## src/include/acc_map.svh

```systemverilog
/*
  Constants of the accelerometer serial slave port: bus address, register
  pointer values and reset values. Assumes nothing of its includer.
*/
`ifndef ACC_MAP_SVH
`define ACC_MAP_SVH

// Upper six bits of the seven-bit slave address.
`define ACC_ADDR_UPPER 6'h0E
// Register pointer values used by the read pointer sequence.
`define ACC_PTR_STATUS 8'h00
`define ACC_PTR_X_MSB 8'h01
`define ACC_PTR_X_LSB 8'h02
`define ACC_PTR_Y_MSB 8'h03
`define ACC_PTR_Y_LSB 8'h04
`define ACC_PTR_Z_MSB 8'h05
`define ACC_PTR_Z_LSB 8'h06
// Reset values.
`define ACC_PTR_RESET 8'h00
`define ACC_BYTE_RESET 8'h00
`define ACC_CNT_RESET 4'h0
// Bits in a byte, counted from zero.
`define ACC_LAST_BIT 4'h7
`define ACC_BITS_PER_BYTE 4'h8
// Buffer depth in words.
`define ACC_BUF_DEPTH 2

`endif

```

## src/include/acc_pkg.sv

```systemverilog
/*
  Types shared by the accelerometer serial slave port and its write buffer.
  Assumes the map header is compiled alongside.
*/
package acc_pkg;

  typedef enum logic [7:0]
  {
    ST_IDLE = 8'h01,
    ST_ADDR = 8'h02,
    ST_ACK_ADDR = 8'h04,
    ST_RX = 8'h08,
    ST_ACK_RX = 8'h10,
    ST_TX = 8'h20,
    ST_ACK_TX = 8'h40,
    ST_IGNORE = 8'h80
  } acc_state_e;

  typedef struct packed
  {
    logic [7:0] addr;
    logic [7:0] data;
  } acc_word_s;

endpackage

```

## src/include/acc_wr_if.sv

```systemverilog
/*
  Valid and ready carrier of register writes between the port and its buffer.
  Assumes both ends share one clock.
*/
`timescale 1ns/1ps
interface acc_wr_if;
  logic valid;
  logic ready;
  acc_pkg::acc_word_s word;

  modport src
  (
    output valid,
    output word,
    input ready
  );

  modport snk
  (
    input valid,
    input word,
    output ready
  );
endinterface

```

## src/acc_i2c_port.sv

```systemverilog
/*
  Two-wire slave port of a three-axis accelerometer with its two interrupt
  pins. Assumes the register file answers reg_rdata_i combinationally for
  reg_addr_o, and that event inputs come from logic on ref_clk_i.
*/
`timescale 1ns/1ps
`include "acc_map.svh"
module acc_i2c_port
(
  input wire logic ref_clk_i,
  input wire logic reset_n_i,
  input wire logic scl_i,
  input wire logic sda_i,
  output logic sda_o,
  output logic sda_oe_o,
  input wire logic addr_lsb_select_i,
  input wire logic fast_read_i,
  output logic [7:0] reg_addr_o,
  input wire logic [7:0] reg_rdata_i,
  output logic reg_rd_stb_o,
  output logic wr_valid_o,
  output logic [7:0] wr_addr_o,
  output logic [7:0] wr_data_o,
  input wire logic wr_ready_i,
  input wire logic sample_ready_i,
  input wire logic [5:0] ev_flags_i,
  input wire logic [5:0] ev_enable_i,
  input wire logic [5:0] ev_route_a_i,
  output logic drdy_o,
  output logic irq_out_a_o,
  output logic irq_out_b_o
);

  typedef struct packed
  {
    logic scl_m;
    logic scl_s;
    logic scl_d;
    logic sda_m;
    logic sda_s;
    logic sda_d;
    logic sel_m;
    logic sel_s;
    acc_pkg::acc_state_e state;
    logic [7:0] sh;
    logic [3:0] cnt;
    logic rw;
    logic first;
    logic go_on;
    logic [7:0] ptr;
    logic oe;
    logic drdy;
    logic irq_a;
    logic irq_b;
    logic push;
    acc_pkg::acc_word_s push_word;
    logic rd_stb;
  } acc_port_s;

  acc_port_s st_reg;
  acc_port_s st_next;
  logic [1:0] rst_sync_reg;
  logic rst_n;
  logic scl_rise;
  logic scl_fall;
  logic start_cond;
  logic stop_cond;
  logic [5:0] flags;

  acc_wr_if wr_in ();
  acc_wr_if wr_out ();

  // Next read pointer; fast read skips the low sample bytes.
  function automatic logic [7:0] next_ptr(input logic [7:0] p,
                                          input logic fast);
    logic [7:0] n;
    n = p + 8'h01;
    if (p == `ACC_PTR_Z_LSB)
    begin
      n = `ACC_PTR_STATUS;
    end
    else if (fast)
    begin
      case (p)
        `ACC_PTR_X_MSB: n = `ACC_PTR_Y_MSB;
        `ACC_PTR_Y_MSB: n = `ACC_PTR_Z_MSB;
        `ACC_PTR_X_LSB, `ACC_PTR_Y_LSB, `ACC_PTR_Z_MSB: n = `ACC_PTR_STATUS;
        default: n = p + 8'h01;
      endcase
    end
    return n;
  endfunction

  // Reset is released through two flip-flops.
  always_ff @(posedge ref_clk_i or negedge reset_n_i)
  begin
    if (!reset_n_i)
    begin
      rst_sync_reg <= 2'b00;
    end
    else
    begin
      rst_sync_reg <= {rst_sync_reg[0], 1'b1};
    end
  end
  assign rst_n = rst_sync_reg[1];

  assign scl_rise = st_reg.scl_s & ~st_reg.scl_d;
  assign scl_fall = ~st_reg.scl_s & st_reg.scl_d;
  assign start_cond = st_reg.scl_s & st_reg.scl_d & st_reg.sda_d
    & ~st_reg.sda_s;
  assign stop_cond = st_reg.scl_s & st_reg.scl_d & ~st_reg.sda_d
    & st_reg.sda_s;
  assign flags = {ev_flags_i[5:1], st_reg.drdy};

  assign wr_in.valid = st_reg.push;
  assign wr_in.word = st_reg.push_word;

  acc_fifo2 acc_fifo2_i
  (
    .clk_i(ref_clk_i),
    .rst_n_i(rst_n),
    .in_if(wr_in),
    .out_if(wr_out)
  );

  assign wr_valid_o = wr_out.valid;
  assign wr_addr_o = wr_out.word.addr;
  assign wr_data_o = wr_out.word.data;
  assign wr_out.ready = wr_ready_i;

  assign sda_o = 1'b0;
  assign sda_oe_o = st_reg.oe;
  assign reg_addr_o = st_reg.ptr;
  assign reg_rd_stb_o = st_reg.rd_stb;
  assign drdy_o = st_reg.drdy;
  assign irq_out_a_o = st_reg.irq_a;
  assign irq_out_b_o = st_reg.irq_b;

  always_comb
  begin
    st_next = st_reg;
    st_next.scl_m = scl_i;
    st_next.scl_s = st_reg.scl_m;
    st_next.scl_d = st_reg.scl_s;
    st_next.sda_m = sda_i;
    st_next.sda_s = st_reg.sda_m;
    st_next.sda_d = st_reg.sda_s;
    st_next.sel_m = addr_lsb_select_i;
    st_next.sel_s = st_reg.sel_m;
    st_next.push = 1'b0;
    st_next.rd_stb = 1'b0;

    // Each enabled source drives exactly one pin chosen by its route bit.
    st_next.irq_a = |(flags & ev_enable_i & ev_route_a_i);
    st_next.irq_b = |(flags & ev_enable_i & ~ev_route_a_i);

    if (start_cond)
    begin
      st_next.state = acc_pkg::ST_ADDR;
      st_next.cnt = `ACC_CNT_RESET;
      st_next.oe = 1'b0;
    end
    else if (stop_cond)
    begin
      st_next.state = acc_pkg::ST_IDLE;
      st_next.oe = 1'b0;
    end
    else
    begin
      case (st_reg.state)
        acc_pkg::ST_IDLE:
        begin
          st_next.oe = 1'b0;
        end
        acc_pkg::ST_ADDR:
        begin
          if (scl_rise && st_reg.cnt != `ACC_BITS_PER_BYTE)
          begin
            st_next.sh = {st_reg.sh[6:0], st_reg.sda_s};
            st_next.cnt = st_reg.cnt + 4'h1;
          end
          else if (scl_fall && st_reg.cnt == `ACC_BITS_PER_BYTE)
          begin
            if (st_reg.sh[7:1] == {`ACC_ADDR_UPPER, st_reg.sel_s})
            begin
              st_next.state = acc_pkg::ST_ACK_ADDR;
              st_next.rw = st_reg.sh[0];
              st_next.oe = 1'b1;
            end
            else
            begin
              st_next.state = acc_pkg::ST_IGNORE;
            end
          end
        end
        acc_pkg::ST_ACK_ADDR:
        begin
          if (scl_fall)
          begin
            st_next.cnt = `ACC_CNT_RESET;
            if (st_reg.rw)
            begin
              // Load the pointed register and put out its top bit.
              st_next.state = acc_pkg::ST_TX;
              st_next.sh = reg_rdata_i;
              st_next.oe = ~reg_rdata_i[7];
              st_next.rd_stb = 1'b1;
            end
            else
            begin
              st_next.state = acc_pkg::ST_RX;
              st_next.first = 1'b1;
              st_next.oe = 1'b0;
            end
          end
        end
        acc_pkg::ST_RX:
        begin
          if (scl_rise && st_reg.cnt != `ACC_BITS_PER_BYTE)
          begin
            st_next.sh = {st_reg.sh[6:0], st_reg.sda_s};
            st_next.cnt = st_reg.cnt + 4'h1;
          end
          else if (scl_fall && st_reg.cnt == `ACC_BITS_PER_BYTE)
          begin
            if (st_reg.first)
            begin
              st_next.ptr = st_reg.sh;
              st_next.first = 1'b0;
              st_next.state = acc_pkg::ST_ACK_RX;
              st_next.oe = 1'b1;
            end
            else if (wr_in.ready)
            begin
              st_next.push = 1'b1;
              st_next.push_word.addr = st_reg.ptr;
              st_next.push_word.data = st_reg.sh;
              st_next.ptr = st_reg.ptr + 8'h01;
              st_next.state = acc_pkg::ST_ACK_RX;
              st_next.oe = 1'b1;
            end
            else
            begin
              // A full buffer refuses the byte with a no-acknowledge.
              st_next.state = acc_pkg::ST_IGNORE;
            end
          end
        end
        acc_pkg::ST_ACK_RX:
        begin
          if (scl_fall)
          begin
            st_next.oe = 1'b0;
            st_next.cnt = `ACC_CNT_RESET;
            st_next.state = acc_pkg::ST_RX;
          end
        end
        acc_pkg::ST_TX:
        begin
          if (scl_fall)
          begin
            if (st_reg.cnt == `ACC_LAST_BIT)
            begin
              st_next.oe = 1'b0;
              st_next.state = acc_pkg::ST_ACK_TX;
              st_next.go_on = 1'b0;
              st_next.ptr = next_ptr(st_reg.ptr, fast_read_i);
            end
            else
            begin
              st_next.sh = {st_reg.sh[6:0], 1'b0};
              st_next.oe = ~st_reg.sh[6];
              st_next.cnt = st_reg.cnt + 4'h1;
            end
          end
        end
        acc_pkg::ST_ACK_TX:
        begin
          if (scl_rise)
          begin
            st_next.go_on = ~st_reg.sda_s;
          end
          else if (scl_fall)
          begin
            st_next.cnt = `ACC_CNT_RESET;
            if (st_reg.go_on)
            begin
              st_next.state = acc_pkg::ST_TX;
              st_next.sh = reg_rdata_i;
              st_next.oe = ~reg_rdata_i[7];
              st_next.rd_stb = 1'b1;
            end
            else
            begin
              st_next.state = acc_pkg::ST_IGNORE;
            end
          end
        end
        acc_pkg::ST_IGNORE:
        begin
          st_next.oe = 1'b0;
        end
        default:
        begin
          st_next.state = acc_pkg::ST_IDLE;
          st_next.oe = 1'b0;
        end
      endcase
    end

    // Data-ready: a fresh sample sets it, a status read clears it; set wins.
    if (st_reg.rd_stb && st_reg.ptr == `ACC_PTR_STATUS)
    begin
      st_next.drdy = 1'b0;
    end
    if (sample_ready_i)
    begin
      st_next.drdy = 1'b1;
    end
  end

  always_ff @(posedge ref_clk_i or negedge rst_n)
  begin
    if (!rst_n)
    begin
      st_reg <= '0;
      st_reg.scl_m <= 1'b1;
      st_reg.scl_s <= 1'b1;
      st_reg.scl_d <= 1'b1;
      st_reg.sda_m <= 1'b1;
      st_reg.sda_s <= 1'b1;
      st_reg.sda_d <= 1'b1;
      st_reg.state <= acc_pkg::ST_IDLE;
      st_reg.ptr <= `ACC_PTR_RESET;
      st_reg.sh <= `ACC_BYTE_RESET;
    end
    else
    begin
      st_reg <= st_next;
    end
  end

endmodule

```

## src/acc_fifo2.sv

```systemverilog
/*
  Two-entry buffer for register writes with valid and ready on both sides.
  Assumes an asynchronous active-low reset already released cleanly.
*/
`timescale 1ns/1ps
`include "acc_map.svh"
module acc_fifo2
(
  input wire logic clk_i,
  input wire logic rst_n_i,
  acc_wr_if.snk in_if,
  acc_wr_if.src out_if
);

  typedef struct packed
  {
    acc_pkg::acc_word_s [`ACC_BUF_DEPTH-1:0] mem;
    logic wp;
    logic rp;
    logic [1:0] count;
  } acc_fifo_s;

  acc_fifo_s st_reg;
  acc_fifo_s st_next;
  logic push;
  logic pop;

  assign in_if.ready = (st_reg.count != 2'd2);
  assign out_if.valid = (st_reg.count != 2'd0);
  assign out_if.word = st_reg.mem[st_reg.rp];
  assign push = in_if.valid & in_if.ready;
  assign pop = out_if.valid & out_if.ready;

  always_comb
  begin
    st_next = st_reg;
    if (push)
    begin
      st_next.mem[st_reg.wp] = in_if.word;
      st_next.wp = ~st_reg.wp;
    end
    if (pop)
    begin
      st_next.rp = ~st_reg.rp;
    end
    if (push && !pop)
    begin
      st_next.count = st_reg.count + 2'd1;
    end
    else if (pop && !push)
    begin
      st_next.count = st_reg.count - 2'd1;
    end
  end

  always_ff @(posedge clk_i or negedge rst_n_i)
  begin
    if (!rst_n_i)
    begin
      st_reg <= '0;
    end
    else
    begin
      st_reg <= st_next;
    end
  end

endmodule

```

## config.mk

```make
export PLATFORM = sky130hd
export DESIGN_NAME = acc_i2c_port
export DESIGN_NICKNAME = d
export VERILOG_FILES = /design/src/include/acc_pkg.sv /design/src/include/acc_wr_if.sv /design/src/acc_i2c_port.sv /design/src/acc_fifo2.sv
export VERILOG_INCLUDE_DIRS = /design/src /design/src/include
export SDC_FILE = /design/constraint.sdc
export NUM_CORES = 1
export LEC_CHECK = 0
export BUFFER_PORTS_ARGS = -buffer_cell sky130_fd_sc_hd__buf_2
export CAP_MARGIN = 10
export CORE_UTILIZATION = 61
export DETAILED_ROUTE_END_ITERATION = 16
export PLACE_DENSITY = 0.85
export SETUP_SLACK_MARGIN = 0.2
export SKIP_CTS_REPAIR_TIMING = 1
export SYNTH_ARGS = -nofsm -noshare
export SYNTH_HDL_FRONTEND = slang
export SYNTH_SLANG_ARGS = --single-unit
```

## constraint.sdc

```tcl
create_clock -name ref_clk_i -period 8.05 [get_ports ref_clk_i]
set_input_delay 0.4025 -clock ref_clk_i [delete_from_list [all_inputs] [get_ports ref_clk_i]]
set_output_delay 0.4025 -clock ref_clk_i [all_outputs]
set_load 0.02 [all_outputs]
```

# After elaboration in Yosys (flattened, before gate mapping)
# Cells that the tools add are included.
# word_totals
ff_bits,99
in_bits,34
out_inout_bits,31
# classes
add_sub_neg,4
order_cmp,3
eq_ne,55
muxes,83
bitwise_logic,25
reduce_logical,31
# op_table
cell,n
2-to-1 mux 8 bit,16
2-to-1 mux 17 bit,5
2-to-1 mux 20 bit,4
case mux 8 bit (7 select lines),1
"inequality test 4 bit, second input constant",13
2-to-1 mux 16 bit,3
2-to-1 mux 9 bit,5
2-to-1 mux 18 bit,2
bitwise mux 32 bit,1
"equality test 8 x 3 -> 1 bit, second input constant",4
case mux 8 bit (4 select lines),1
2-to-1 mux 1 bit,28
"inequality test 2 bit, second input constant",14
"equality test 8 x 2 -> 1 bit, second input constant",3
2-to-1 mux 12 bit,2
case mux 8 bit (3 select lines),1
AND reduction 11 bit,2
case mux 4 bit (5 select lines),1
AND 6 bit,3
"inequality test 3 bit, second input constant",6
demux 16 bit (select 1 bit),1
"equality test 8 x 1 -> 1 bit, second input constant",2
case mux 8 bit (2 select lines),1
2-to-1 mux 15 bit,1
other kinds (41),81

# Logic depth before layout (Yosys ltp)
# Gate-level depths: netlist of run 1.
# logic_depth
ltp_word,10
ltp_mapped,9
depth_no_buf,8

# By module
# A second synthesis of run 1 with hierarchy kept.
# unflattened
cells_unflattened,444
area_unflattened_um2,5305.1
# by_module_without_submodules
mod,instances,cells_per_inst,area_per_inst_um2
acc_i2c_port,1,341,3604.7
acc_fifo2,1,103,1700.4

# Worst setup path before layout of run 1
# OpenSTA, ideal clock, no wires.
# synth_timing
kind,register to register
startpoint,register st_reg[49] (netlist name)
endpoint,register st_reg[52] (netlist name)
setup_time_ns,0.125
arrival_time_ns,2.270
required_time_ns,7.925
slack_ns,5.656
stages_incl_launch_ff,7
n_path_buf,1
cell_sequence,dfrtp_1 -> buf_6 -> or4_4 -> nor4_4 -> a22oi_1 -> a31oi_4 -> mux2_2
# synth_between
elab_chain_cells,5
word_cells_on_any_way,24
cone_classes,eq/ne: 19; mux: 3; reduce/logical: 2
# synth_rtl
item,line_no,source
from (decl),acc_i2c_port.sv:60,acc_port_s st_reg;
from (signal assigned),acc_i2c_port.sv:340,st_reg <= st_next;
equality test 8 bit / equality test 8 x 1 -> 1 bit (equally long branches),acc_i2c_port.sv:171,case (st_reg.state)
OR reduction 2 bit (no line),n/a,
case mux 8 bit (7 select lines),acc_i2c_port.sv:171,
2-to-1 mux 8 bit,acc_i2c_port.sv:164,else if (stop_cond)
2-to-1 mux 8 bit,acc_i2c_port.sv:158,if (start_cond)
# Parallel ways exist; a longest one is shown, timed or not.
# A chain may end at the register's enable or synchronous reset.

# Final worst setup path of run 1
# Same ends and word-level chain as after synthesis.

==> impl_summary.txt, run 1 <==
----------------------------------------------------
[Placement]
  Port-buffer cells ... 62
  Estimated wirelength of the detail-placed design ... 7670 µm
  Area after detailed placement ... 5460 µm²
  Gp weighted congestion ... around 0.89
  DP Worst Slack ... 5.11 ns

[Floorplanning]
  Floorplan core area ... 8220 µm²
  # rows ... 33
  Die ar. ... 8850 µm²
  Height of the chip ... 94.1 µm
  Io pins ... 65
  Horiz. Die Dim ... 94.1 µm
  Initial core utilization ... 62.9%

[Detailed routing]
  Via-per-instance ratio ... between 6 and 7
  Antenna-violating nets left ... 0
  Length of the first detailed-routing pass in iterations ... 6
  Wire length per cell after detailed routing ... between 15 and 20 µm
  Drt drc ... 0
  DR vias ... ~3900
  Starting DRT DRC Count ... 286
  Total length of routed wires ... ~11000 µm

[Logic synthesis]
  Post-synthesis async set-or-reset flop share ... 100%
  Post-synthesis cell count ... between 400 and 500
  Average cell area after synthesis ... 10.5 µm²
  Primary FF master, synth ... sky130_fd_sc_hd__dfrtp_1
  Synth area leader ... sky130_fd_sc_hd__dfrtp_1
  Yosys top cell area share ... 44.5%
  FF+latch count, synth ... a little under 100
  Total nets after synthesis ... roughly 530
  Number of synthesis warnings ... 0
  Count of cell types in the netlist ... 58
  Proportion of synthesized chip area in sequential cells ... between 40% and 50%
  Number of synthesized flops with an enable pin ... 0
  Cell area after synthesis ... 5170 µm²
  Ranking of synthesized cells by area ... sky130_fd_sc_hd__dfrtp_1, sky130_fd_sc_hd__mux2_2, sky130_fd_sc_hd__nand2_1

[Global route]
  Total overflow reported by the global router ... 0
  Overall Global Routing Usage ... 25.7%
  Via count of the first global-routing pass ... about 3700
  Global-route wire length before repair ... 17600 µm
  Initial antenna violation count ... 0
  Maximum number of pins on one net before global-route repair ... 80

[Power and ir drop]
  Net switching power figure ... 0.459 mW
  Gate power share ... 28.2%
  Switching part of the total ... 35.3%
  Seq pwr share ... 48.5%
  Leakage power summed over all cells ... 2.60 nW
  Internal power ... 0.844 mW
  Clock Power Share ... 23.3%
  Maximum resistive drop on vdd ... 0.216 mV
  Cell area power density ... 230 nW/µm²

[Worst setup path]
  CP Data Required Time ... 8.30 ns
  Critical path start-end classification ... reg -> reg
  Critical path startpoint category ... register
  Data arrival time of the critical path ... 3.07 ns
  Worst Path Max Fanout ... 8
  CP startpoint ... st_reg[49]$_DFFE_PN0P_
  Sequence of cells on the critical path ... or4_4 -> nor4_4 -> a22oi_1 -> a31oi_4 -> mux2_2
  Critical path capture point type ... register
  Startpoint of the worst-slack reg-to-reg timing path ... st_reg[49]$_DFFE_PN0P_
  Cell type of the slowest stage on the worst timing path ... sky130_fd_sc_hd__or4_4
  Crit path largest cell delay ... 0.64 ns

[Outcome]
  Status ... finished clean

[Clocking]
  H-tree Lvls ... 3
  Clock sink total ... between 90 and 100
  Insertion delay to the later sink of the worst-skew pair ... 0.36 ns
  TritonCTS clock tree ... done
  Buffer type at the clock tree root ... sky130_fd_sc_hd__clkbuf_8
  Clock buffer depth ... 2
  Clock transition at the register clock pins on the worst setup and hold paths after CTS ... 0.10 ns
  TritonCTS buffer count ... 9

[Timing]
  Post-layout worst setup margin ... roughly 5.2 ns
  Number of setup violations in the final report ... 0
  Aggregate negative setup slack ... 0 ns
  Worst hold-check slack ... 0.131 ns
  Worst slew margin relative to its limit ... 37.1%
  Worst Max-Slew Pin Slew ... 0.944 ns
  Post-route fraction of the period consumed by the critical path ... a little over a third
  Maximum operating frequency ... 0.355 GHz
  Hold Vio Cnt, Final ... 0
  Clk_skew ... about 0.011 ns
  Final min period ... 2.82 ns
  Setup repair after global routing missed its margin ... false
  Final slew viol count ... 0

[Worst hold path]
  Min-Delay Path Class ... in -> reg
  Hold path start ... scl_i

[Final layout]
  Signed area change from the synthesized netlist to the final layout ... 9.46%
  Share of post-route cells with drive strength above 1 ... about 29%
  Final standard cell area without fillers ... around 5700 µm²
  Count of nets after finishing ... 579
  Flip-flop count of the largest register after layout ... 42
  Final core utilization ... between 60% and 70%
  Antenna cell count ... 0
  Filler Cells Inserted ... ~620

[Job]
  Max Cap Violations ... 0

----------------------------------------------------
==> worst paths after layout <==
| path | cells past startpoint | slack, ns | to |
|---|---|---|---|
| worst max-delay path | 5 | 5.23 | st_reg[52]$_DFFE_PN0P_ |
| worst min-delay path | 1 | 0.13 | st_next[59]$_DFF_PN1_ |
| worst max register to register | 5 | 5.23 | st_reg[52]$_DFFE_PN0P_ |
| worst min register to register | 0 | 0.20 | st_next[53]$_DFF_PN0_ |
| max in group asynchronous | 1 | 6.65 | st_reg[10]$_DFFE_PN0P_ |
| min in group asynchronous | 0 | 0.20 | st_next[53]$_DFF_PN0_ |
==> worst max-delay path: cells and delay by family (launching register included) <==
family | cells | cell delay [ns]
flops | 1 | 0.49
mux | 1 | 0.38
compound gates | 2 | 0.66
simple gates | 2 | 1.16
==> metrics by stage <==
stage,cells,total power [mW]
finish,648,1.30
CTS,646,1.31
detailed placement,630,1.01
global placement,630,0.992
floorplan,492,0.920
global route,648,1.37
==> cells in the mapped netlist, types with 7 or more instances <==
| cell | instances |
|---|---|
| sky130_fd_sc_hd__dfrtp_1 | 92 |
| sky130_fd_sc_hd__mux2_4 | 7 |
| sky130_fd_sc_hd__nand2b_1 | 9 |
| sky130_fd_sc_hd__nand3_1 | 21 |
| sky130_fd_sc_hd__nand2_1 | 73 |
| sky130_fd_sc_hd__o22ai_1 | 7 |
| sky130_fd_sc_hd__nor2_1 | 22 |
| sky130_fd_sc_hd__clkbuf_1 | 14 |
| sky130_fd_sc_hd__dfstp_2 | 7 |
| sky130_fd_sc_hd__buf_4 | 9 |
| sky130_fd_sc_hd__xnor2_1 | 10 |
| sky130_fd_sc_hd__o21ai_0 | 19 |
| sky130_fd_sc_hd__ha_1 | 7 |
| sky130_fd_sc_hd__o21ai_1 | 8 |
| sky130_fd_sc_hd__mux2_2 | 54 |
| sky130_fd_sc_hd__a21oi_1 | 16 |
| sky130_fd_sc_hd__inv_1 | 14 |
==> kinds of logic after synthesis <==
family,share of synthesized area [%]
AND/OR/NAND/NOR,16.8
AO/OA/AOI/OAI,11.5
buffers and inverters,4.33
other,0.145
flip-flops,48.1
XOR/XNOR,2.71
multiplexers,14.8
adder cells (fa/ha/maj),1.69
==> cell type report <==
type                            count  area (µm²)  area share, %
Clock buffer                       10         128           2.26
Clock inverter                      6        57.6           1.02
Inverter                           14        52.6          0.929
Multi-Input combinational cell    348        2460           43.5
Sequential cell                    99        2490           44.0
Tap cell                          105         131           2.32
Timing Repair Buffer               66         340           6.01
==> layer usage <==
| layer | global-route usage [%] | routed length [µm] | vias to the layer above |
|---|---|---|---|
| li1 | - | - | 1834 |
| met1 | 35.2 | 4870 | 1898 |
| met2 | 41.7 | 5330 | 144 |
| met3 | 3.80 | 481 | 20 |
| met4 | 9.23 | 142 | 0 |
| met5 | 0 | 0 | - |
==> cells in the final DEF, fill, tap and decap left out, drive strengths merged, types with 8 or more instances in the layout <==
cell type  count
mux2          61
nand2b         9
xnor2         10
inv           17
clkbuf        10
o21ai         27
nand3         21
nor2          22
buf           65
nor4           8
a21oi         16
nand2         73
dfrtp         92
==> power by group through the flow <==
| stage | combinational, mW | clock [mW] | sequential [mW] |
|---|---|---|---|
| after global placement | 0.356 | 0 | 0.636 |
| final | 0.368 | 0.304 | 0.632 |
| after detailed placement | 0.365 | 0 | 0.640 |
| after floorplan | 0.325 | 0 | 0.594 |
| after CTS | 0.366 | 0.310 | 0.630 |
| after global routing | 0.398 | 0.327 | 0.643 |
No activity file was read; power rests on OpenSTA's default activity.
==> run 2: changes to the inputs <==
--- a/config.mk
+++ b/config.mk
@@ -8,9 +8,9 @@
 export LEC_CHECK = 0
 export BUFFER_PORTS_ARGS = -buffer_cell sky130_fd_sc_hd__buf_2
 export CAP_MARGIN = 10
-export CORE_UTILIZATION = 61
+export CORE_UTILIZATION = 53
 export DETAILED_ROUTE_END_ITERATION = 16
-export PLACE_DENSITY = 0.85
+export PLACE_DENSITY = 0.79
 export SETUP_SLACK_MARGIN = 0.2
 export SKIP_CTS_REPAIR_TIMING = 1
 export SYNTH_ARGS = -nofsm -noshare
==> constraint.sdc (replaced) <==
create_clock -name ref_clk_i -period 2.3 [get_ports ref_clk_i]
set_input_delay 0.115 -clock ref_clk_i [delete_from_list [all_inputs] [get_ports ref_clk_i]]
set_output_delay 0.115 -clock ref_clk_i [all_outputs]
set_load 0.02 [all_outputs]
==> run 2 against run 1 <==
Net effect: the flow now finishes with violations (negative setup slack); clock power rose to 3.8 times the previous value; routed wire length rose by 25%; flip-flop and latch count stayed put; power rose to 3.9 times the previous value; setup slack lost 5.3 ns; combinational power increased to 4.8 times the previous value; sequential share of layout area shrank 6.1 points; fmax rose by 21%; register-to-register slack worse by 5.3 ns; sequential power grew to 3.5 times the previous value; die area rose by 15%; largest power group unchanged.
==> impl_summary.txt, run 2 (synthesis results as in run 1) <==
----------------------------------------------------
[Global route]
  Maximum number of pins on one net before global-route repair ... 44
  Via count of the first global-routing pass ... 3943
  Total overflow reported by the global router ... 0
  Global-route wire length before repair ... 19000 µm
  Overall Global Routing Usage ... 24.3%
  Initial antenna violation count ... 0

[Power and ir drop]
  Gate power share ... 34.3%
  Cell area power density ... 774 nW/µm²
  Internal power ... ~3.3 mW
  Clock Power Share ... 22.6%
  Overall power ... 5.10 mW
  Seq pwr share ... 43.1%
  Net switching power figure ... 1.79 mW
  Switching part of the total ... 35.1%
  Leakage power summed over all cells ... 2.96 nW
  Maximum resistive drop on vdd ... 0.444 mV

[Outcome]
  Violated checks ... negative setup slack
  Status ... finished with violations

[Clocking]
  Insertion delay to the later sink of the worst-skew pair ... around 0.37 ns
  TritonCTS clock tree ... done
  Clock buffer depth ... 2
  Clock transition at the register clock pins on the worst setup and hold paths after CTS ... 0.10 ns
  TritonCTS buffer count ... 9
  Clock sink total ... 99
  Buffer type at the clock tree root ... sky130_fd_sc_hd__clkbuf_8
  H-tree Lvls ... 3

[Timing]
  Post-route fraction of the period consumed by the critical path ... 101%
  Number of setup violations in the final report ... 3
  Hold Vio Cnt, Final ... 0
  Maximum operating frequency ... roughly 0.43 GHz
  Setup repair after global routing missed its margin ... true
  Final slew viol count ... 0
  Worst slew margin relative to its limit ... 45.8%
  Worst Max-Slew Pin Slew ... 0.813 ns
  Clk_skew ... 0.0144 ns
  Final min period ... 2.32 ns
  Post-layout worst setup margin ... -0.0217 ns

[Worst setup path]
  CP Data Required Time ... 2.57 ns
  Most repeated library cell on the critical path ... sky130_fd_sc_hd__buf_4
  Critical path start-end classification ... reg -> reg
  Critical path capture point type ... register
  Sequence of cells on the critical path ... buf_4 -> xnor2_1 -> nor4_4 -> buf_4 -> nor2_2 -> mux2_2 -> mux2_4
  Cell type of the slowest stage on the worst timing path ... sky130_fd_sc_hd__dfrtp_2
  Data arrival time of the critical path ... 2.59 ns
  Critical path startpoint category ... register
  Worst Path Max Fanout ... 10
  Crit path largest cell delay ... ~0.48 ns

[Floorplanning]
  Horiz. Die Dim ... 101 µm
  Floorplan core area ... between 9000 and 10000 µm²
  Height of the chip ... around 100 µm
  Initial core utilization ... a little under three fifths
  # rows ... 35
  Io pins ... 65
  Die ar. ... 10200 µm²

[Detailed routing]
  Via-per-instance ratio ... 5.87
  Drt drc ... 0
  Length of the first detailed-routing pass in iterations ... 5
  Antenna-violating nets left ... 0
  DR vias ... 4257
  Starting DRT DRC Count ... 270
  Wire length per cell after detailed routing ... 18.6 µm
  Total length of routed wires ... 13500 µm

[Final layout]
  Most used cells in the layout excluding fill and tap cells ... sky130_fd_sc_hd__dfrtp_1, sky130_fd_sc_hd__buf_2, sky130_fd_sc_hd__mux2_2, sky130_fd_sc_hd__nand2_1, sky130_fd_sc_hd__buf_4
  Count of nets after finishing ... 633
  Most common cell after layout, fill and taps aside ... sky130_fd_sc_hd__dfrtp_1
  Antenna cell count ... 0
  Storage cell area ... 2490 µm²
  Filler Cells Inserted ... roughly 640
  Final Instance Count excl. Fillers ... 725
  Share of post-route cells with drive strength above 1 ... a little under half
  Flip-flop count of the largest register after layout ... 42
  Multi-input logic area ... 2830 µm²
  Signed area change from the synthesized netlist to the final layout ... 27.4%

[Placement]
  Estimated wirelength of the detail-placed design ... 8440 µm
  Inst Count DP ... 690
  Gp weighted congestion ... 0.931
  Port-buffer cells ... 62

[Job]
  Max Cap Violations ... 0

[Worst hold path]
  Min-Delay Path Class ... in -> reg

----------------------------------------------------
-- run 2: changes by cell type in the layout (fill, tap and decap cells not counted), sizes merged --
cell,delta
bufinv,+1
dlygate4sd3,+5
o21a,+1
clkbuf,+1
buf,+46
clkinv,-3
clkinvlp,+2
-- run 2: layer usage --
metal	global-route usage [%]	vias to the layer above	routed length, µm
li1	-	1937	-
met1	32.7	2129	5680
met2	40.3	163	6970
met3	3.26	28	603
met4	9.36	0	274
met5	0	-	0
-- run 2: power groups by stage --
stage	clock network [mW]	registers [mW]	logic, mW
6_report	1.15	2.20	1.75
5_1_grt	1.23	2.23	1.86
4_1_cts	1.17	2.19	1.55
3_5_place_dp	0	2.22	1.53
3_3_place_gp	0	2.20	1.48
2_1_floorplan	0	2.08	1.18
-- run 2: layout make-up --
| cell class | count | area share [%] |
|---|---|---|
| clock inverter | 6 | 1.08 |
| tap | 129 | 2.45 |
| timing repair buffer | 119 | 13.0 |
| sequential | 99 | 37.9 |
| inverter | 14 | 0.798 |
| clock buffer | 9 | 1.88 |
| multi-input combinational | 349 | 42.9 |
-- run 2: path summary, 6_finish.rpt --
| kind | start | endpoint | slack, ns | depth (start not counted) |
|---|---|---|---|---|
| min in group asynchronous | reset_n_i | rst_sync_reg[1]$_DFF_PN0_ | 0.05 | 2 |
| setup reg to reg | st_reg[46]$_DFFE_PN0P_ | st_reg[41]$_DFFE_PN0P_ | -0.02 | 7 |
| setup / recovery | st_reg[46]$_DFFE_PN0P_ | st_reg[41]$_DFFE_PN0P_ | -0.02 | 7 |
| hold reg to reg | rst_sync_reg[1]$_DFF_PN0_ | st_next[53]$_DFF_PN0_ | 0.33 | 0 |
| max in group asynchronous | rst_sync_reg[1]$_DFF_PN0_ | acc_fifo2_i.st_reg[9]$_DFFE_PN0P_ | 1.30 | 1 |
| hold / removal | ev_route_a_i[1] | irq_out_b_o$_DFF_PN0_ | 0.01 | 2 |
-- run 2: worst max-delay path, delay by kind of cell, from the launching register on --
| family | cells | cell delay (ns) |
|---|---|---|
| muxes | 2 | 0.68 |
| buffers and inverters | 2 | 0.34 |
| DFF | 1 | 0.48 |
| xor gates and xnor gates | 1 | 0.26 |
| and+or+nand+nor | 2 | 0.46 |
-- run 2: metrics by stage --
stage	hold slack, ns	cell area (µm²)	setup WS (ns)	util, %	TNS, ns
after CTS	-0.510	6010	-0.159	64.4	-0.853
after floorplan	-0.181	5220	-0.0279	-	-0.171
after global placement	-0.0998	5810	0.00863	62.3	0
after global routing	0.0129	6590	-0.134	70.6	-1.77
after detailed placement	-0.0991	5810	-0.104	62.3	-0.554
final	0.0114	6590	-0.0217	70.6	-0.0466
==> run 3: changes to the inputs <==
--- a/config.mk
+++ b/config.mk
@@ -6,11 +6,12 @@
 export SDC_FILE = /design/constraint.sdc
 export NUM_CORES = 1
 export LEC_CHECK = 0
+export ABC_AREA = 1
 export BUFFER_PORTS_ARGS = -buffer_cell sky130_fd_sc_hd__buf_2
 export CAP_MARGIN = 10
 export CORE_UTILIZATION = 53
 export DETAILED_ROUTE_END_ITERATION = 16
-export PLACE_DENSITY = 0.79
+export PLACE_DENSITY = 0.78
 export SETUP_SLACK_MARGIN = 0.2
 export SKIP_CTS_REPAIR_TIMING = 1
 export SYNTH_ARGS = -nofsm -noshare
==> run 3 against run 2 <==
Net effect: the run ends with negative hold slack left; global-route usage is essentially flat; fmax up 20%; flip-flop and latch count unchanged; clock power is 5% higher; critical path depth up 3; area after synthesis grew 6.7%; via count increased by 15%; sequential power shrank 9%; count of clock-buffer cells in the layout unchanged; hold slack got worse by 0.026 ns; non-clock buffer count fell by 42; cell count increased by 29%; critical path type unchanged; largest power group unchanged.
==> impl_summary.txt, run 3 <==
----------------------------------------------------
[Outcome]
  Status ... finished with violations
  Violated checks ... negative hold slack

[Power and ir drop]
  Cell area power density ... 642 nW/µm²
  Net switching power figure ... 1.35 mW
  Leakage power summed over all cells ... 3.22 nW
  Switching part of the total ... 33.9%
  Internal power ... 2.63 mW
  Maximum resistive drop on vdd ... ~0.37 mV
  Seq pwr share ... between 50% and 60%
  Gate power share ... 19.0%
  Clock Power Share ... 30.4%

[Worst setup path]
  Critical path start-end classification ... reg -> reg
  CP startpoint ... st_reg[46]$_DFFE_PN0P_
  Last element of the critical path ... st_reg[38]$_DFFE_PN0P_
  Critical path capture point type ... register
  Worst Path Max Fanout ... 18
  Logic depth of the worst register-to-register path ... 10
  Reg-to-reg critical path endpoint ... st_reg[38]$_DFFE_PN0P_
  Worst reg2reg setup slack ... between 0.3 and 0.4 ns
  Startpoint of the worst-slack reg-to-reg timing path ... st_reg[46]$_DFFE_PN0P_
  Cell type of the slowest stage on the worst timing path ... sky130_fd_sc_hd__dfrtp_1
  CP delay by family, top ... simple AND/OR/NAND/NOR gates
  Sequence of cells on the critical path ... nor2_2 -> nand2_4 -> inv_1 -> nand2_4 -> nand2_4 -> nor2_2 -> nor2_4 -> nand2_4 -> nand2_1 -> nand2_1
  Crit path largest cell delay ... 0.45 ns
  Most repeated library cell on the critical path ... sky130_fd_sc_hd__nand2_4
  Critical path startpoint category ... register
  CP Data Required Time ... 2.57 ns
  Number of cells on the critical path ... 10
  Number of buffer and inverter stages on the critical path ... 1
  Data arrival time of the critical path ... about 2.2 ns

[Clocking]
  Clock sink total ... 99
  Insertion delay to the later sink of the worst-skew pair ... 0.37 ns
  TritonCTS clock tree ... done
  Clock buffer depth ... 2
  Clock transition at the register clock pins on the worst setup and hold paths after CTS ... 0.11 ns
  Buffer type at the clock tree root ... sky130_fd_sc_hd__clkbuf_8
  H-tree Lvls ... 3
  TritonCTS buffer count ... 9

[Final layout]
  Flip-flop count of the largest register after layout ... 42
  Final core utilization ... 62.6%
  Most used cells in the layout excluding fill and tap cells ... sky130_fd_sc_hd__nand2_1, sky130_fd_sc_hd__dfrtp_1, sky130_fd_sc_hd__inv_1, sky130_fd_sc_hd__nand3_1, sky130_fd_sc_hd__buf_2
  Count of nets after finishing ... around 840
  Most common cell after layout, fill and taps aside ... sky130_fd_sc_hd__nand2_1
  Share of post-route cells with drive strength above 1 ... 18.5%
  Antenna cell count ... 0
  Signed area change from the synthesized netlist to the final layout ... 12.4%

[Logic synthesis]
  Primary FF master, synth ... sky130_fd_sc_hd__dfrtp_1
  Post-synthesis async set-or-reset flop share ... 100%
  Average cell area after synthesis ... 7.51 µm²
  Ranking of synthesized cells by area ... sky130_fd_sc_hd__dfrtp_1, sky130_fd_sc_hd__nand2_1, sky130_fd_sc_hd__nand3_1
  FF+latch count, synth ... between 90 and 100
  List of most frequent post-synthesis cells ... sky130_fd_sc_hd__nand2_1, sky130_fd_sc_hd__dfrtp_1, sky130_fd_sc_hd__inv_1, sky130_fd_sc_hd__nand3_1, sky130_fd_sc_hd__o21ai_0
  Synth area leader ... sky130_fd_sc_hd__dfrtp_1
  Yosys top cell area share ... 41.7%
  Proportion of synthesized chip area in sequential cells ... 45.1%
  Post-synthesis cell count ... 735
  Count of cell types in the netlist ... 37
  Number of synthesized flops with an enable pin ... 0
  Total nets after synthesis ... slightly below 800
  Cell area after synthesis ... 5520 µm²
  Number of synthesis warnings ... 0
  Most repeated cell in the gate-level netlist after synthesis ... sky130_fd_sc_hd__nand2_1

[Detailed routing]
  Total length of routed wires ... 12400 µm
  Length of the first detailed-routing pass in iterations ... 5
  Drt drc ... 0
  Starting DRT DRC Count ... 293
  Routed length on met2 ... 5690 µm
  Met3 layer wire length in the routed design ... just over 600 µm
  Via-per-instance ratio ... 5.25
  Highest routing layer actually used ... met4
  Antenna-violating nets left ... 0
  DR vias ... a little under 5000
  Wire length per cell after detailed routing ... about 13 µm
  Wire length the detailed router placed on met1 ... 5840 µm

[Timing]
  Hold Vio Cnt, Final ... 2
  Worst slew margin relative to its limit ... 59.1%
  Maximum operating frequency ... 0.516 GHz
  Worst Max-Slew Pin Slew ... 0.613 ns
  Clk_skew ... approximately 0.010 ns
  Final slew viol count ... 0
  Post-route fraction of the period consumed by the critical path ... 84.3%
  Worst hold-check slack ... -0.0146 ns
  Final min period ... 1.94 ns
  Number of setup violations in the final report ... 0
  Aggregate negative setup slack ... 0 ns
  Setup repair after global routing missed its margin ... false

[Floorplanning]
  Horiz. Die Dim ... ~100 µm
  Io pins ... 65
  Initial core utilization ... 55.7%
  Die ar. ... 10800 µm²
  Height of the chip ... 104 µm
  # rows ... 36
  Floorplan core area ... between 9000 and 10000 µm²

[Global route]
  Total overflow reported by the global router ... 0
  Initial antenna violation count ... 0
  Overall Global Routing Usage ... 24.4%
  Global-route wire length before repair ... around 21000 µm
  Maximum number of pins on one net before global-route repair ... 47
  Via count of the first global-routing pass ... 4588

[Placement]
  Estimated wirelength of the detail-placed design ... 9220 µm
  Gp weighted congestion ... 0.935
  Port-buffer cells ... 62

[Job]
  Max Cap Violations ... 0

[Worst hold path]
  Min-Delay Path Class ... in -> reg

----------------------------------------------------
-- run 3: routing by layer --
| layer | vias to the layer above | GRT usage [%] |
|---|---|---|
| met2 | 151 | 38.9 |
| li1 | 2445 | - |
| met5 | - | 0 |
| met1 | 2275 | 33.9 |
| met3 | 22 | 3.51 |
| met4 | 0 | 8.98 |
-- run 3: tightest hold or removal path, delay by kind of cell --
kind                   cells  cell delay (ns)
AOI/OAI and AO/OA          1             0.07
buffers and inverters      1             0.08
and+or+nand+nor            1             0.06
-- run 3: kinds of logic after synthesis --
kind of cell / after synthesis / synth area share (%)
fa+ha+maj: 7 / 1.59
buf+inv: 99 / 8.03
xor+xnor: 8 / 1.27
other cells: 2 / 0.136
simple gates: 428 / 34.3
flops: 99 / 45.1
compound gates: 92 / 9.64
-- run 3: layout make-up --
cell class	count	area, µm²
Inverter	70	270
Multi-Input combinational cell	537	2600
Clock inverter	7	95.1
Clock buffer	9	124
Tap cell	133	166
Sequential cell	99	2490
Timing Repair Buffer	77	458
Fill cell	896	3710
-- run 3: power groups by stage --
stage | Clock, mW | Sequential, mW | Combinational, mW
4_1_cts | 1.25 | 2.02 | 0.745
6_report | 1.21 | 2.01 | 0.755
5_1_grt | 1.32 | 2.04 | 0.848
2_1_floorplan | 0 | 2.02 | 0.526
3_3_place_gp | 0 | 2.04 | 0.721
3_5_place_dp | 0 | 2.05 | 0.741
-- run 3: worst min-delay path by stage --
stage,start,to,slack (ns),cells after the start
after floorplan,reset_n_i,rst_sync_reg[0]$_DFF_PN0_,-0.18,0
after global placement,reset_n_i,rst_sync_reg[0]$_DFF_PN0_,-0.10,1
after detailed placement,reset_n_i,rst_sync_reg[0]$_DFF_PN0_,-0.1,1
after CTS,reset_n_i,rst_sync_reg[1]$_DFF_PN0_,-0.51,1
after global routing,ev_enable_i[0],irq_out_a_o$_DFF_PN0_,-0.005,3
final,ev_enable_i[0],irq_out_a_o$_DFF_PN0_,-0.01,3
-- run 3: stage by stage --
step	std cells	total power, mW	worst slack (ns)	area [µm²]	hold WS, ns
2_1_floorplan	735	2.54	0.643	5520	-0.181
3_3_place_gp	910	2.76	0.325	5900	-0.100
3_5_place_dp	910	2.79	0.278	5900	-0.0982
4_1_cts	926	4.01	0.251	6120	-0.509
5_1_grt	932	4.20	0.201	6200	-0.00541
6_report	932	3.98	0.362	6200	-0.0146
